<file path="src/gate_drive_regs.svh">
// named constants of the three-phase gate drive logic
// assumes inclusion by its bare name from the package and the design modules
// Overview of operation
// - high gate is inverse of high command
// - low gate is inverse of low command
// - one active-low fault for trip or lockout
// - both commands on holds both gates off
// - trip rising edge kills gates, asserts fault
// - trip fault latched until trip ends and all low released
// - short command gaps stretched to dead time
// - long command gaps pass unchanged
// - same dead time both directions, all channels
// - equal latency on every gate, on and off
// - logic supply low disables all, asserts fault
// - floating supply low disables high gates only
// - gates stay off until supplies are good
// - logic supply fault releases when supply recovers
// - high gate waits for new command edge after reset or floating supply low
`ifndef GATE_DRIVE_REGS_SVH
`define GATE_DRIVE_REGS_SVH
`define CLK_PERIOD_NS 4
`define DEAD_TIME_NS  500
`define DEAD_CYCLES   ((`DEAD_TIME_NS + `CLK_PERIOD_NS - 1) / `CLK_PERIOD_NS)
`define DEAD_CNT_W    8
`define PINS_RESET    11'h3ff
`define GATES_OFF     3'h0
`define LOW_RELEASED  3'h7
`endif

</file>
<file path="src/gate_drive_pkg.sv">
// types shared by the gate drive modules
// assumes gate_drive_regs.svh is on the include path
`include "gate_drive_regs.svh"
package gate_drive_pkg;
   // every pin input, gathered for the synchroniser
   typedef struct packed {
      logic       trip;
      logic       logic_low;
      logic [2:0] float_low;
      logic [2:0] high_side_cmd_n;
      logic [2:0] low_side_cmd_n;
   } pins_t;
   // over-current fault latch
   typedef enum logic {
      OC_CLEAR,
      OC_TRIPPED
   } oc_state_t;
endpackage

</file>
<file path="src/gate_drive_channel.sv">
// one half-bridge: interlock, dead time and high-side re-arm
// assumes synchronised active-high requests on the same clock
`timescale 1ns/100ps
`default_nettype none
`include "gate_drive_regs.svh"
module gate_drive_channel
   import gate_drive_pkg::*;
(
   input  wire logic clk,
   input  wire logic rst_n,
   input  wire logic hi_req,
   input  wire logic lo_req,
   input  wire logic kill_all,
   input  wire logic float_low,
   output logic      hi_on,
   output logic      lo_on
);
   localparam logic [`DEAD_CNT_W-1:0] DEAD = `DEAD_CNT_W'(`DEAD_CYCLES);
   localparam int DEAD_I = `DEAD_CYCLES;

   logic [`DEAD_CNT_W-1:0] dead_cnt;
   logic [`DEAD_CNT_W-1:0] next_dead_cnt;
   logic                   last_hi;
   logic                   next_last_hi;
   logic                   hi_block;
   logic                   next_hi_block;
   logic                   hi_req_d;
   logic                   next_hi_on;
   logic                   next_lo_on;
   logic                   want_hi;
   logic                   want_lo;
   logic                   gap_done;
   logic                   hi_edge;

   // next gate states; one register stage gives equal on and off latency
   always_comb begin
      want_hi       = hi_req & ~lo_req;
      want_lo       = lo_req & ~hi_req;
      hi_edge       = hi_req & ~hi_req_d;
      gap_done      = (dead_cnt >= DEAD);
      next_hi_block = float_low | (hi_block & ~hi_edge);
      next_hi_on    = want_hi & ~kill_all & ~float_low & ~next_hi_block & ~lo_on
                      & (hi_on | last_hi | gap_done);
      next_lo_on    = want_lo & ~kill_all & ~hi_on
                      & (lo_on | ~last_hi | gap_done);
      next_last_hi  = hi_on ? 1'b1 : (lo_on ? 1'b0 : last_hi);
      if (hi_on | lo_on) begin
         next_dead_cnt = `DEAD_CNT_W'(1);
      end else if (gap_done) begin
         next_dead_cnt = dead_cnt;
      end else begin
         next_dead_cnt = dead_cnt + `DEAD_CNT_W'(1);
      end
   end

   // gate and dead time registers; high side starts blocked until re-armed
   always_ff @(posedge clk or negedge rst_n) begin
      if (!rst_n) begin
         hi_on    <= 1'b0;
         lo_on    <= 1'b0;
         last_hi  <= 1'b0;
         hi_block <= 1'b1;
         hi_req_d <= 1'b0;
         dead_cnt <= DEAD;
      end else begin
         hi_on    <= next_hi_on;
         lo_on    <= next_lo_on;
         last_hi  <= next_last_hi;
         hi_block <= next_hi_block;
         hi_req_d <= hi_req;
         dead_cnt <= next_dead_cnt;
      end
   end

   // helper: cycles with both gates off, saturating
   logic [`DEAD_CNT_W-1:0] off_run;
   always_ff @(posedge clk or negedge rst_n) begin
      if (!rst_n) begin
         off_run <= '1;
      end else if (hi_on | lo_on) begin
         off_run <= '0;
      end else if (off_run != '1) begin
         off_run <= off_run + `DEAD_CNT_W'(1);
      end
   end

   a_no_shoot_through: assert property (
      @(posedge clk) disable iff (!rst_n) !(hi_on && lo_on))
      else $error("both gates of a channel on");
   a_dead_hi_to_lo: assert property (
      @(posedge clk) disable iff (!rst_n) $rose(lo_on) && last_hi |-> off_run >= DEAD_I)
      else $error("low gate on before dead time");
   a_dead_lo_to_hi: assert property (
      @(posedge clk) disable iff (!rst_n) $rose(hi_on) && !last_hi |-> off_run >= DEAD_I)
      else $error("high gate on before dead time");
   a_long_gap_pass: assert property (
      @(posedge clk) disable iff (!rst_n)
      want_lo && !kill_all && !hi_on && off_run >= DEAD_I |=> lo_on)
      else $error("long gap delayed further");
   a_float_low_high: assert property (
      @(posedge clk) disable iff (!rst_n) float_low |=> !hi_on)
      else $error("high gate on during floating supply low");
   a_float_low_keeps: assert property (
      @(posedge clk) disable iff (!rst_n)
      float_low && lo_on && want_lo && !kill_all |=> lo_on)
      else $error("low gate dropped by floating supply low");
   a_rearm_needs_edge: assert property (
      @(posedge clk) disable iff (!rst_n) hi_block && !hi_edge |=> !hi_on)
      else $error("high gate on without new command edge");
endmodule
`default_nettype wire

</file>
<file path="src/three_phase_gate_drive.sv">
// top of the three-phase gate drive logic: pin sync, fault latch, channels
// assumes pin levels from comparators and a controller, all asynchronous
`timescale 1ns/100ps
`default_nettype none
`include "gate_drive_regs.svh"
module three_phase_gate_drive
   import gate_drive_pkg::*;
(
   input  wire logic       SYS_CLK,
   input  wire logic       RST_N,
   input  wire logic [2:0] HIGH_SIDE_CMD_N,
   input  wire logic [2:0] LOW_SIDE_CMD_N,
   input  wire logic       OVERCURRENT_TRIP_IN,
   input  wire logic       LOGIC_SUPPLY_LOW,
   input  wire logic [2:0] FLOAT_SUPPLY_LOW,
   output logic [2:0]      HIGH_GATE_OUT,
   output logic [2:0]      LOW_GATE_OUT,
   output logic            FAULT_N_O,
   output logic            FAULT_N_OE
);
   pins_t     pins_raw;
   pins_t     pins_s1;
   pins_t     pins_s2;
   logic      trip_d;
   logic      trip_rise;
   logic      all_lo_released;
   logic      kill_all;
   oc_state_t oc_state;
   oc_state_t next_oc_state;
   logic      next_fault_oe;
   logic [2:0] hi_on;
   logic [2:0] lo_on;

   // gather the pins into one carrier
   always_comb begin
      pins_raw.trip            = OVERCURRENT_TRIP_IN;
      pins_raw.logic_low       = LOGIC_SUPPLY_LOW;
      pins_raw.float_low       = FLOAT_SUPPLY_LOW;
      pins_raw.high_side_cmd_n = HIGH_SIDE_CMD_N;
      pins_raw.low_side_cmd_n  = LOW_SIDE_CMD_N;
   end

   // two-stage synchroniser; reset assumes supplies low and commands off
   always_ff @(posedge SYS_CLK or negedge RST_N) begin
      if (!RST_N) begin
         pins_s1 <= `PINS_RESET;
         pins_s2 <= `PINS_RESET;
      end else begin
         pins_s1 <= pins_raw;
         pins_s2 <= pins_s1;
      end
   end

   // the second stage only ever takes the first stage, one edge later
   a_sync_chain: assert property (
      @(posedge SYS_CLK) disable iff (!RST_N) pins_s2 == $past(pins_s1))
      else $error("synchroniser stage skipped");
   a_sync_entry: assert property (
      @(posedge SYS_CLK) disable iff (!RST_N) $past(RST_N) |-> pins_s1 == $past(pins_raw))
      else $error("synchroniser first stage skipped");

   // trip edge, release condition and the fault latch next state
   always_comb begin
      trip_rise       = pins_s2.trip & ~trip_d;
      all_lo_released = (pins_s2.low_side_cmd_n == `LOW_RELEASED);
      next_oc_state   = oc_state;
      case (oc_state)
         OC_CLEAR: begin
            if (trip_rise) begin
               next_oc_state = OC_TRIPPED;
            end
         end
         OC_TRIPPED: begin
            if (!pins_s2.trip && all_lo_released && !trip_rise) begin
               next_oc_state = OC_CLEAR;
            end
         end
         default: begin
            next_oc_state = OC_TRIPPED;
         end
      endcase
      kill_all      = trip_rise | (oc_state == OC_TRIPPED) | pins_s2.logic_low;
      next_fault_oe = (next_oc_state == OC_TRIPPED) | pins_s2.logic_low;
   end

   // fault latch and open-drain fault pin; the pin only ever pulls low
   always_ff @(posedge SYS_CLK or negedge RST_N) begin
      if (!RST_N) begin
         trip_d     <= 1'b0;
         oc_state   <= OC_CLEAR;
         FAULT_N_O  <= 1'b0;
         FAULT_N_OE <= 1'b1;
      end else begin
         trip_d     <= pins_s2.trip;
         oc_state   <= next_oc_state;
         FAULT_N_O  <= 1'b0;
         FAULT_N_OE <= next_fault_oe;
      end
   end

   // fault latch: set on the trip edge, held while the trip or a low command stands
   a_trip_set: assert property (
      @(posedge SYS_CLK) disable iff (!RST_N) trip_rise |=> oc_state == OC_TRIPPED)
      else $error("trip edge did not latch the fault");
   a_clear_stays: assert property (
      @(posedge SYS_CLK) disable iff (!RST_N)
      oc_state == OC_CLEAR && !trip_rise |=> oc_state == OC_CLEAR)
      else $error("fault latched without trip edge");
   a_trip_holds: assert property (
      @(posedge SYS_CLK) disable iff (!RST_N)
      oc_state == OC_TRIPPED && pins_s2.trip |=> oc_state == OC_TRIPPED)
      else $error("trip fault released while trip stands");
   a_trip_clear: assert property (
      @(posedge SYS_CLK) disable iff (!RST_N)
      oc_state == OC_TRIPPED && !pins_s2.trip && all_lo_released |=> oc_state == OC_CLEAR)
      else $error("trip fault kept after all low commands released");
   a_trip_gates_off: assert property (
      @(posedge SYS_CLK) disable iff (!RST_N)
      oc_state == OC_TRIPPED |=> HIGH_GATE_OUT == `GATES_OFF && LOW_GATE_OUT == `GATES_OFF)
      else $error("gate on while trip fault latched");
   a_trip_oe: assert property (
      @(posedge SYS_CLK) disable iff (!RST_N) oc_state == OC_TRIPPED |-> FAULT_N_OE)
      else $error("trip fault latched but not shown");
   a_fault_rise_cause: assert property (
      @(posedge SYS_CLK) disable iff (!RST_N)
      $rose(FAULT_N_OE) |-> $past(trip_rise) || $past(pins_s2.logic_low))
      else $error("fault raised without trip edge or supply low");
   a_fault_data_low: assert property (
      @(posedge SYS_CLK) disable iff (!RST_N) FAULT_N_O == 1'b0)
      else $error("fault pin data not low");

   // one identical channel per half-bridge, so delays match
   for (genvar ch = 0; ch < 3; ch++) begin : g_chan
      gate_drive_channel u_chan (
         .clk       (SYS_CLK),
         .rst_n     (RST_N),
         .hi_req    (~pins_s2.high_side_cmd_n[ch]),
         .lo_req    (~pins_s2.low_side_cmd_n[ch]),
         .kill_all  (kill_all),
         .float_low (pins_s2.float_low[ch]),
         .hi_on     (hi_on[ch]),
         .lo_on     (lo_on[ch])
      );

      a_high_follows: assert property (
         @(posedge SYS_CLK) disable iff (!RST_N)
         $rose(HIGH_GATE_OUT[ch]) |-> $past(!HIGH_SIDE_CMD_N[ch], 3))
         else $error("high gate on without command");
      a_low_follows: assert property (
         @(posedge SYS_CLK) disable iff (!RST_N)
         $rose(LOW_GATE_OUT[ch]) |-> $past(!LOW_SIDE_CMD_N[ch], 3))
         else $error("low gate on without command");
      a_off_latency: assert property (
         @(posedge SYS_CLK) disable iff (!RST_N)
         $fell(LOW_GATE_OUT[ch]) && !$past(kill_all)
         |-> $past(LOW_SIDE_CMD_N[ch] || !HIGH_SIDE_CMD_N[ch], 3))
         else $error("low gate off without command");

      // rises need a clean supply and no kill; falls follow the commands
      a_high_off_latency: assert property (
         @(posedge SYS_CLK) disable iff (!RST_N)
         $fell(HIGH_GATE_OUT[ch]) && !$past(kill_all) && !$past(pins_s2.float_low[ch])
         |-> $past(HIGH_SIDE_CMD_N[ch] || !LOW_SIDE_CMD_N[ch], 3))
         else $error("high gate off without command");
      a_high_needs_supply: assert property (
         @(posedge SYS_CLK) disable iff (!RST_N)
         $rose(HIGH_GATE_OUT[ch]) |-> !$past(pins_s2.float_low[ch]))
         else $error("high gate on during floating supply low");
      a_low_needs_logic: assert property (
         @(posedge SYS_CLK) disable iff (!RST_N)
         $rose(LOW_GATE_OUT[ch]) |-> !$past(kill_all))
         else $error("low gate on while gates are killed");
      a_kill_high_off: assert property (
         @(posedge SYS_CLK) disable iff (!RST_N)
         $past(kill_all) |-> !HIGH_GATE_OUT[ch])
         else $error("high gate on while gates are killed");
   end

   // gate outputs come straight from the channel flip-flops
   always_comb begin
      HIGH_GATE_OUT = hi_on;
      LOW_GATE_OUT  = lo_on;
   end

   a_trip_kills: assert property (
      @(posedge SYS_CLK) disable iff (!RST_N)
      trip_rise |=> HIGH_GATE_OUT == `GATES_OFF && LOW_GATE_OUT == `GATES_OFF && FAULT_N_OE)
      else $error("trip did not kill gates and flag fault");
   a_trip_latched: assert property (
      @(posedge SYS_CLK) disable iff (!RST_N)
      oc_state == OC_TRIPPED && !all_lo_released |=> oc_state == OC_TRIPPED ##0 FAULT_N_OE)
      else $error("trip fault released early");
   a_logic_low_off: assert property (
      @(posedge SYS_CLK) disable iff (!RST_N)
      pins_s2.logic_low [*2] |-> HIGH_GATE_OUT == `GATES_OFF && LOW_GATE_OUT == `GATES_OFF
      && FAULT_N_OE)
      else $error("logic supply low did not disable gates");
   a_lockout_release: assert property (
      @(posedge SYS_CLK) disable iff (!RST_N)
      !pins_s2.logic_low && oc_state == OC_CLEAR && !trip_rise |=> !FAULT_N_OE)
      else $error("logic supply fault held after recovery");
   a_fault_source: assert property (
      @(posedge SYS_CLK) disable iff (!RST_N)
      FAULT_N_OE |-> $past(pins_s2.logic_low) || oc_state == OC_TRIPPED)
      else $error("fault flagged without cause");

   // logic supply lockout: gates off and fault shown, never latched
   a_logic_low_fault: assert property (
      @(posedge SYS_CLK) disable iff (!RST_N) pins_s2.logic_low |=> FAULT_N_OE)
      else $error("logic supply low without fault");
   a_logic_low_kill: assert property (
      @(posedge SYS_CLK) disable iff (!RST_N)
      pins_s2.logic_low |=> HIGH_GATE_OUT == `GATES_OFF && LOW_GATE_OUT == `GATES_OFF)
      else $error("gate on during logic supply low");
   a_fault_released: assert property (
      @(posedge SYS_CLK) disable iff (!RST_N)
      !$past(pins_s2.logic_low) && oc_state == OC_CLEAR |-> !FAULT_N_OE)
      else $error("fault shown with supply good and no trip");
   a_power_up_off: assert property (
      @(posedge SYS_CLK) disable iff (!RST_N)
      !$past(RST_N) |-> HIGH_GATE_OUT == `GATES_OFF && LOW_GATE_OUT == `GATES_OFF
      && FAULT_N_OE)
      else $error("gate on or fault released straight after reset");
endmodule
`default_nettype wire

</file>
<file path="config.mk">
export PLATFORM = sky130hd
export DESIGN_NAME = three_phase_gate_drive
export DESIGN_NICKNAME = d
export VERILOG_FILES = /design/src/gate_drive_pkg.sv /design/src/gate_drive_channel.sv /design/src/three_phase_gate_drive.sv
export VERILOG_INCLUDE_DIRS = /design/src /design/src/src
export SDC_FILE = /design/constraint.sdc
export NUM_CORES = 1
export LEC_CHECK = 0
export CAP_MARGIN = 10
export CORE_MARGIN = 2
export CORE_UTILIZATION = 54
export DETAILED_ROUTE_END_ITERATION = 7
export DONT_BUFFER_PORTS = 1
export PLACE_DENSITY_LB_ADDON = 0.08
export SYNTH_ARGS = -nofsm -noshare
export SYNTH_HDL_FRONTEND = slang
export SYNTH_SLANG_ARGS = --single-unit
</file>
<file path="constraint.sdc">
create_clock -name SYS_CLK -period 2 [get_ports SYS_CLK]
set_clock_uncertainty 0.1 [all_clocks]
set_input_delay 0.3 -clock SYS_CLK [delete_from_list [all_inputs] [get_ports SYS_CLK]]
set_output_delay 0.3 -clock SYS_CLK [all_outputs]
set_load 0.1 [all_outputs]
</file>
==> impl_metrics.toml, run 1 <==
[power]
sequentialPowerShare_pct = 51.1
p_int_mw = 2.59
p_leak_nw = 1.35
clkPwrFrac_pct = 25.7
switching_share_pct = 33.4
p_sw_mw = 1.30
combPwrFrac_pct = 23.3
powerDensity_nw_per_um2 = 1240
ir_drop_mv = 0.717

[run]
drv_cap = 0

[floorplanning]
rows = 26
die_h_um = 75.5
die_x_um = 75.5
io_pins = 21
start_util_pct = 55.1
core_um2 = 5010
die-area_um2 = 5700

[cts]
cts-root-buf = "clkbuf_8"
clk-insertion-delay-late_ns = 0.34
cts_setup_buffers = 0
cts-buffers-inserted = 9
clk_pin_slew_worst_paths_ns = 0.07
cts_tree = "built"
numClockSinks = 64
clockBufferDepth = 2
h-tree-depth = 3

[final_layout]
antenna_cells = 0
final_cell_mix = "dfstp_2 (42), nor2_1 (22), dfrtp_1 (22)"
final_common_cell = "dfstp_2"
drive_gt1_share_pct = 30.9
fin_area_um2 = 3140
fillCellCount = 386
multiInputGateArea_um2 = 955
ff_latch_area_um2 = 1650
fin_nets = 266
areaGrowthSynthToFinish_pct = 13.8

[placed_design]
io_buffers = 0
place_area_um2 = 2810
place_hpwl_um = 3000
post-place-ws_ns = 0.225
place.gp.congestion = 0.789

[timing]
finalSetupViolCount = 0
fin_ws_ns = 0.199
period_needed_ns = 1.80
fin_crit_sh_pct = 90.1
fin_tns_setup_ns = 0
finalMaxSlewViolations = 0
rsz0062_at_grt = "false"
max_freq_mhz = 555
final_hold_viol_count = 0

[critical_path]
cp-start-kind = "flip-flop"
cp_max_fo = 6
cp_num_buf_inv = 1
crit_family = "flip-flops"
r2r_end = "g_chan[1].u_chan.hi_on$_DFF_PN0_"
r2r_start = "g_chan[1].u_chan.dead_cnt[0]$_DFFE_PN1P_"
rrSetupSlack_ns = 0.20
required_ns = 2.13
startpoint = "g_chan[1].u_chan.dead_cnt[0]$_DFFE_PN1P_"
cp_cell_sequence = "inv_1 > ha_1 > nand2b_1 > a31oi_4 > a2111oi_2"
critical_path_class = "reg2reg"
critPathMaxStageDelay_ns = 0.59
cpMaxStageDelayCell = "dfstp_2"
cp-end-kind = "flip-flop"
reg2reg_depth = 5
arrival_ns = 1.93

[global_route]
antenna_found_initial = 0
grt_max_degree = 65
grt_usage_pct = 17.7
grt_pass1_wl_um = 7390
grt_pass1_vias = 1647
globalRouteOverflowTotal = 0

[routing]
wl_um = 4460
wire_per_inst_um = 14.0
dr.pass1.iters = 4
ant_nets = 0
drc = 0
viasPerCell = 5.38
drtIter0Drc = 65
vias = 1715

[logic_synthesis]
syn-cell-area_um2 = 2760
ys_seq_elements = 64
synth_area_leaders = "dfstp_2 (40%), dfrtp_1 (20%), ha_1 (4.1%)"
ys_warn_count = 0
synth_cells = 224
syn-num-nets = 246
yosys.area.top_type = "dfstp_2"
seq_area_frac_synth_pct = 60.0
synth_top_area_share_pct = 40.0
syn_avg_cell_area_um2 = 12.3
ys_types = 41

[worst_hold_path]
hold-path-cell-count = 0
hold_end = "pins_s2[9]$_DFF_PN1_"
hold_path.startpoint = "pins_s1[9]$_DFF_PN1_"
hp-class = "reg2reg"

[outcome]
outcome = "finished clean"
==> cells in the mapped netlist, drive strengths merged <==
cell type and count:
a311oi 3, nand4b 2, a21oi 6, nor2b 3, a2111oi 4, a41oi 2, xnor2 8, nor3 1
dfstp 42, o21ai 8, a31oi 13, or4 2, and4 4, nand4 1, nand2b 6, and3 3
nor2 22, buf 11, a21o 3, dfrtp 22, nand3 9, a41o 2, a211oi 2, inv 16
mux2i 1, ha 9, or2 4, conb 1, nand2 9, or3 2, o31ai 3
==> power by group through the flow <==
stage	sequential [mW]	clock [mW]	combinational [mW]
after floorplan	1.93	0	0.741
after global placement	1.98	0	0.811
after detailed placement	2.01	0	0.851
after CTS	1.99	1.04	0.910
after global routing	2.03	1.09	1.04
final	1.99	0.998	0.905
==> state kept, by name (all words and copies together) (netlist names) <==
signal and cells:
pins_s1 11, g_chan.u_chan.last_hi 3, pins_s2 11, oc_state 1, g_chan.u_chan.lo_on 3, g_chan.u_chan.hi_block 3, g_chan.u_chan.hi_on 3, g_chan.u_chan.dead_cnt 24
FAULT_N_OE 1, g_chan.u_chan.hi_req_d 3, trip_d 1
==> metal layers <==
metal	wire, um	up-vias	GRT usage, %
li1	-	817	-
met2	2140	38	27.6
met4	139	0	11.1
met5	0	-	0
met1	2020	846	22.3
met3	155	14	4.10
==> layout make-up <==
cell class / count / area share [%]
inverters: 16 / 1.91
flip-flops and latches: 64 / 52.7
multi-input cells: 133 / 30.4
well taps: 70 / 2.79
clock buffers: 10 / 4.38
repair buffers: 20 / 6.38
clock inverters: 6 / 1.43
==> stage by stage <==
step | hold slack [ns] | total power [mW] | util, % | std cells
floorplan | -0.0956 | 2.67 | - | 224
global placement | -0.0943 | 2.79 | 56.1 | 290
detailed placement | -0.0944 | 2.86 | 56.1 | 290
CTS | 0.258 | 3.94 | 62.7 | 319
global route | 0.263 | 4.15 | 62.7 | 319
finish | 0.255 | 3.89 | 62.7 | 319
==> worst max-delay path by stage <==
| stage | to | slack [ns] | cells after the start |
|---|---|---|---|
| 6_report | g_chan[1].u_chan.hi_on$_DFF_PN0_ | 0.20 | 5 |
| 5_1_grt | g_chan[1].u_chan.hi_on$_DFF_PN0_ | 0.07 | 5 |
| 4_1_cts | g_chan[1].u_chan.hi_on$_DFF_PN0_ | 0.20 | 5 |
| 3_5_place_dp | g_chan[1].u_chan.hi_on$_DFF_PN0_ | 0.22 | 5 |
| 3_3_place_gp | g_chan[1].u_chan.hi_on$_DFF_PN0_ | 0.28 | 5 |
| 2_1_floorplan | g_chan[1].u_chan.hi_on$_DFF_PN0_ | 0.35 | 5 |
==> cell families (layout without fill, tap and decap cells) <==
logic type | Yosys count | in the layout | share of synthesized area (%)
AO/OA/AOI/OAI | 46 | 46 | 14.5
XOR/XNOR | 8 | 8 | 2.54
adder cells (fa/ha/maj) | 9 | 9 | 4.08
buffers and inverters | 27 | 52 | 5.44
flip-flops | 64 | 64 | 60.0
multiplexers | 1 | 1 | 0.363
other | 1 | 1 | 0.136
AND/OR/NAND/NOR | 68 | 68 | 13.0
==> timing repair <==
item                      in CTS  in global routing
hold endpoints to repair      75                  0
hold buffers                  13                  0
resized for setup              0                  0
==> worst register-to-register path: stages, from the launching register on <==
cell and delay (ns):
dfstp_2 0.59, inv_1 0.06, ha_1 0.18, nand2b_1 0.27
a31oi_4 0.17, a2111oi_2 0.32
Power figures use the tool's default switching activity.
==> run 2, diff against run 1 <==
Settings changed: GPL_TIMING_DRIVEN from default to 0.
==> impl_metrics.toml, run 2 (same netlist as run 1, synthesis figures left out) <==
[final_layout]
areaGrowthSynthToFinish_pct = 15.1
top_regs = "g_chan.u_chan.dead_cnt: 24 flops, pins_s1: 11 flops, pins_s2: 11 flops"
drive_gt1_share_pct = 31.6
fin_util_pct = 63.4
fin_area_um2 = 3180
instances_no_fill = 323
fin_nets = 270
largest-register = "g_chan.u_chan.dead_cnt"
fillCellCount = 397
largest_reg_flops = 24
final_cell_mix = "dfstp_2 (42), nor2_1 (22), dfrtp_1 (22)"
antenna_cells = 0
final_common_cell = "dfstp_2"

[cts]
cts-buffers-inserted = 9
clk-insertion-delay-late_ns = 0.33
cts_setup_buffers = 0
h-tree-depth = 3
clockBufferDepth = 2
cts_tree = "built"
cts-resized-gates = 0
numClockSinks = 64
cts-root-buf = "clkbuf_8"
clk_pin_slew_worst_paths_ns = 0.07

[critical_path]
arrival_ns = 1.96
cp-end-kind = "flip-flop"
cp-start-kind = "flip-flop"
critical_path_class = "reg2reg"
cp_max_fo = 6
required_ns = 2.12

[placed_design]
dp_cells = 294
io_buffers = 0
post-place-ws_ns = 0.176
place_area_um2 = 2850
place_hpwl_um = 3110
place.gp.congestion = 0.769

[power]
ir_drop_mv = 0.893
powerDensity_nw_per_um2 = 1230
total_power_mw = 3.90
p_leak_nw = 1.36

[global_route]
grt_pass1_wl_um = 7310
globalRouteOverflowTotal = 0
grt_usage_pct = 17.5
antenna_found_initial = 0
grt_pass1_vias = 1647
grt_max_degree = 65

[outcome]
outcome = "finished clean"

[routing]
dr.pass1.iters = 4
vias = 1763
ant_nets = 0
drtIter0Drc = 122
drc = 0
wire_per_inst_um = 14.3
wl_um = 4620
viasPerCell = 5.46

[timing]
worst_pin_slew_ns = 0.567
maxSlewHeadroom_pct = 62.0
period_needed_ns = 1.84
worst_hold_slack_ns = 0.258
fin_tns_setup_ns = 0
final_hold_viol_count = 0
fin_crit_sh_pct = 92.2
rsz0062_at_grt = "false"
fin_ws_ns = 0.156
finalMaxSlewViolations = 0
finalSetupViolCount = 0
max_freq_mhz = 542

[floorplanning]
die_h_um = 75.5
core_um2 = 5010
start_util_pct = 55.1
rows = 26
die-area_um2 = 5700
die_x_um = 75.5
io_pins = 21

[worst_hold_path]
hp-class = "reg2reg"

[run]
drv_cap = 0
## run 2: power breakdown
group	switching [mW]	leakage [nW]	internal, mW
registers	0.282	0.724	1.70
logic	0.515	0.558	0.414
clock network	0.507	0.0809	0.484
## run 2: critical path: stages (launching register included)
cell       delay (ns)
dfstp_2          0.59
inv_1            0.06
ha_1             0.19
nand2b_1         0.28
a31oi_4          0.18
a2111oi_2        0.34
## run 2: layout make-up
type	count	area, um2	share of cell area [%]
well taps	70	87.6	2.76
inverters	16	60.1	1.89
clock inverters	6	43.8	1.38
multi-input cells	133	955	30.1
flip-flops and latches	64	1650	52.1
repair buffers	13	148	4.65
clock buffers	10	138	4.33
plain buffers	11	90.1	2.84
## run 2: repair_timing
item,CTS,global route
hold buffers,13,0
setup endpoints to repair,0,0
hold endpoints to repair,75,0
## run 2: routing by layer
| layer | up-vias | global-route usage (%) | part of all wire [%] |
|---|---|---|---|
| met5 | - | 0 | 0 |
| met4 | 0 | 8.19 | 2.0 |
| met1 | 880 | 22.1 | 44 |
| met3 | 9 | 5.82 | 3.8 |
| met2 | 42 | 27.5 | 50 |
| li1 | 832 | - | - |
## run 2: final timing paths
path / from / to / slack (ns) / cells after the start
min: pins_s1[8]$_DFF_PN1_ / pins_s2[8]$_DFF_PN1_ / 0.26 / 0
max reg2reg: g_chan[1].u_chan.dead_cnt[0]$_DFFE_PN1P_ / g_chan[1].u_chan.hi_on$_DFF_PN0_ / 0.16 / 5
max in group asynchronous: RST_N / pins_s1[7]$_DFF_PN1_ / 1.06 / 2
min reg2reg: pins_s1[8]$_DFF_PN1_ / pins_s2[8]$_DFF_PN1_ / 0.26 / 0
min in group asynchronous: RST_N / pins_s1[10]$_DFF_PN0_ / 0.44 / 2
max: g_chan[1].u_chan.dead_cnt[0]$_DFFE_PN1P_ / g_chan[1].u_chan.hi_on$_DFF_PN0_ / 0.16 / 5
==> run 3, diff against run 2 <==
Settings changed: REMOVE_ABC_BUFFERS from default to 1.
==> impl_metrics.toml, run 3 (same netlist as run 1, synthesis figures left out) <==
[critical_path]
required_ns = 2.16
cp_cell_sequence = "or2_0 > nor2_1 > a41o_1"
cp-end-kind = "flip-flop"
crit_family = "flip-flops"
reg2reg_depth = 3
critPathMaxStageDelay_ns = 0.97
startpoint = "g_chan[2].u_chan.lo_on$_DFF_PN0_"
critical_path_class = "reg2reg"
r2r_end = "g_chan[2].u_chan.dead_cnt[5]$_DFFE_PN1P_"
cpMaxStageDelayCell = "dfrtp_1"
cp_max_fo = 5
arrival_ns = 2.04
cp-start-kind = "flip-flop"
rrSetupSlack_ns = 0.12
cp_num_buf_inv = 0
r2r_start = "g_chan[2].u_chan.lo_on$_DFF_PN0_"

[power]
p_leak_nw = 1.34
powerDensity_nw_per_um2 = 1320
sequentialPowerShare_pct = 48.3
p_sw_mw = 1.31
clkPwrFrac_pct = 29.9
p_int_mw = 2.81
combPwrFrac_pct = 21.8
switching_share_pct = 31.8
total_power_mw = 4.12
ir_drop_mv = 0.746

[placed_design]
dp_cells = 283
io_buffers = 0
place.gp.congestion = 0.787
place_hpwl_um = 2990

[floorplanning]
start_util_pct = 55.1
die_x_um = 75.5
rows = 26
core_um2 = 5010
die-area_um2 = 5700
io_pins = 21
die_h_um = 75.5

[final_layout]
antenna_cells = 0
areaGrowthSynthToFinish_pct = 13.6
largest_reg_flops = 24
fin_nets = 259
final_cell_mix = "dfstp_2 (42), nor2_1 (22), dfrtp_1 (21)"
top_regs = "g_chan.u_chan.dead_cnt: 24 flops, pins_s1: 11 flops, pins_s2: 11 flops"
multiInputGateArea_um2 = 955
ff_latch_area_um2 = 1660
instances_no_fill = 312
final_common_cell = "dfstp_2"
largest-register = "g_chan.u_chan.dead_cnt"
fillCellCount = 406
fin_util_pct = 62.5
drive_gt1_share_pct = 29.3

[cts]
cts_tree = "built"
clockBufferDepth = 2
cts_setup_buffers = 0
h-tree-depth = 3
numClockSinks = 64
cts-root-buf = "clkbuf_8"
clk-insertion-delay-late_ns = 0.33
cts-buffers-inserted = 9
clk_pin_slew_worst_paths_ns = 0.07

[routing]
viasPerCell = 5.37
drc = 0
drtIter0Drc = 67
ant_nets = 0
dr.pass1.iters = 4
wire_per_inst_um = 14.1
vias = 1676
wl_um = 4410

[worst_hold_path]
hold-path-cell-count = 0
hold_end = "pins_s2[9]$_DFF_PN1_"
hold_path.startpoint = "pins_s1[9]$_DFF_PN1_"
hp-class = "reg2reg"

[timing]
final_hold_viol_count = 0
finalMaxSlewViolations = 0
period_needed_ns = 1.88
finalSetupViolCount = 0
fin_crit_sh_pct = 94.0
rsz0062_at_grt = "false"
worst_hold_slack_ns = 0.253
worst_pin_slew_ns = 1.03
fin_tns_setup_ns = 0
max_freq_mhz = 532
maxSlewHeadroom_pct = 31.3

[global_route]
grt_pass1_vias = 1715
grt_max_degree = 65
grt_pass1_wl_um = 7530
globalRouteOverflowTotal = 0
antenna_found_initial = 0
grt_usage_pct = 17.9

[run]
drv_cap = 0

[outcome]
outcome = "finished clean"
-- run 3: power groups by stage --
| stage | Sequential [mW] | Clock, mW | Combinational [mW] |
|---|---|---|---|
| floorplan | 1.94 | 0 | 0.711 |
| global placement | 1.99 | 0 | 0.784 |
| detailed placement | 2.01 | 0 | 0.852 |
| CTS | 1.99 | 1.26 | 0.904 |
| global route | 2.04 | 1.33 | 1.05 |
| finish | 1.99 | 1.23 | 0.898 |
-- run 3: worst max-delay path by stage --
stage,endpoint,slack [ns],cells after the start
final,g_chan[2].u_chan.dead_cnt[5]$_DFFE_PN1P_,0.12,3
after global routing,g_chan[2].u_chan.dead_cnt[5]$_DFFE_PN1P_,0.06,3
after CTS,g_chan[2].u_chan.dead_cnt[5]$_DFFE_PN1P_,0.09,3
after detailed placement,g_chan[2].u_chan.dead_cnt[5]$_DFFE_PN1P_,0.10,3
after global placement,g_chan[2].u_chan.dead_cnt[3]$_DFFE_PN1P_,0.16,3
after floorplan,g_chan[2].u_chan.dead_cnt[3]$_DFFE_PN1P_,0.30,3
-- run 3: timing repair --
item / in CTS / in global routing
hold buffers: 13 / 0
resized for setup: 0 / 1
hold endpoints to repair: 75 / 0
endpoints found under the setup margin: 0 / 1
-- run 3: layout make-up --
type / instances / area share [%]
clock buffer: 9 / 3.95
clock inverter: 7 / 3.31
inverter: 16 / 1.92
multi-input combinational: 133 / 30.5
sequential: 64 / 52.8
tap: 70 / 2.80
timing repair buffer: 13 / 4.71
-- run 3: worst register-to-register path, stage by stage, from the launching register on --
cell and delay [ns]:
dfrtp_1 0.97, or2_0 0.41, nor2_1 0.08, a41o_1 0.25
-- run 3: stage by stage --
stage	setup slack (ns)	cell area, um2
CTS	0.0926	3130
global route	0.0558	3130
finish	0.120	3130
global placement	0.164	2760
detailed placement	0.105	2760
floorplan	0.299	2670
-- run 3: routing by layer --
| metal | wire length, um | global-route usage, % |
|---|---|---|
| met1 | 1980 | 21.6 |
| met5 | 0 | 0 |
| met3 | 134 | 5.95 |
| met4 | 62 | 8.58 |
| met2 | 2230 | 29.0 |
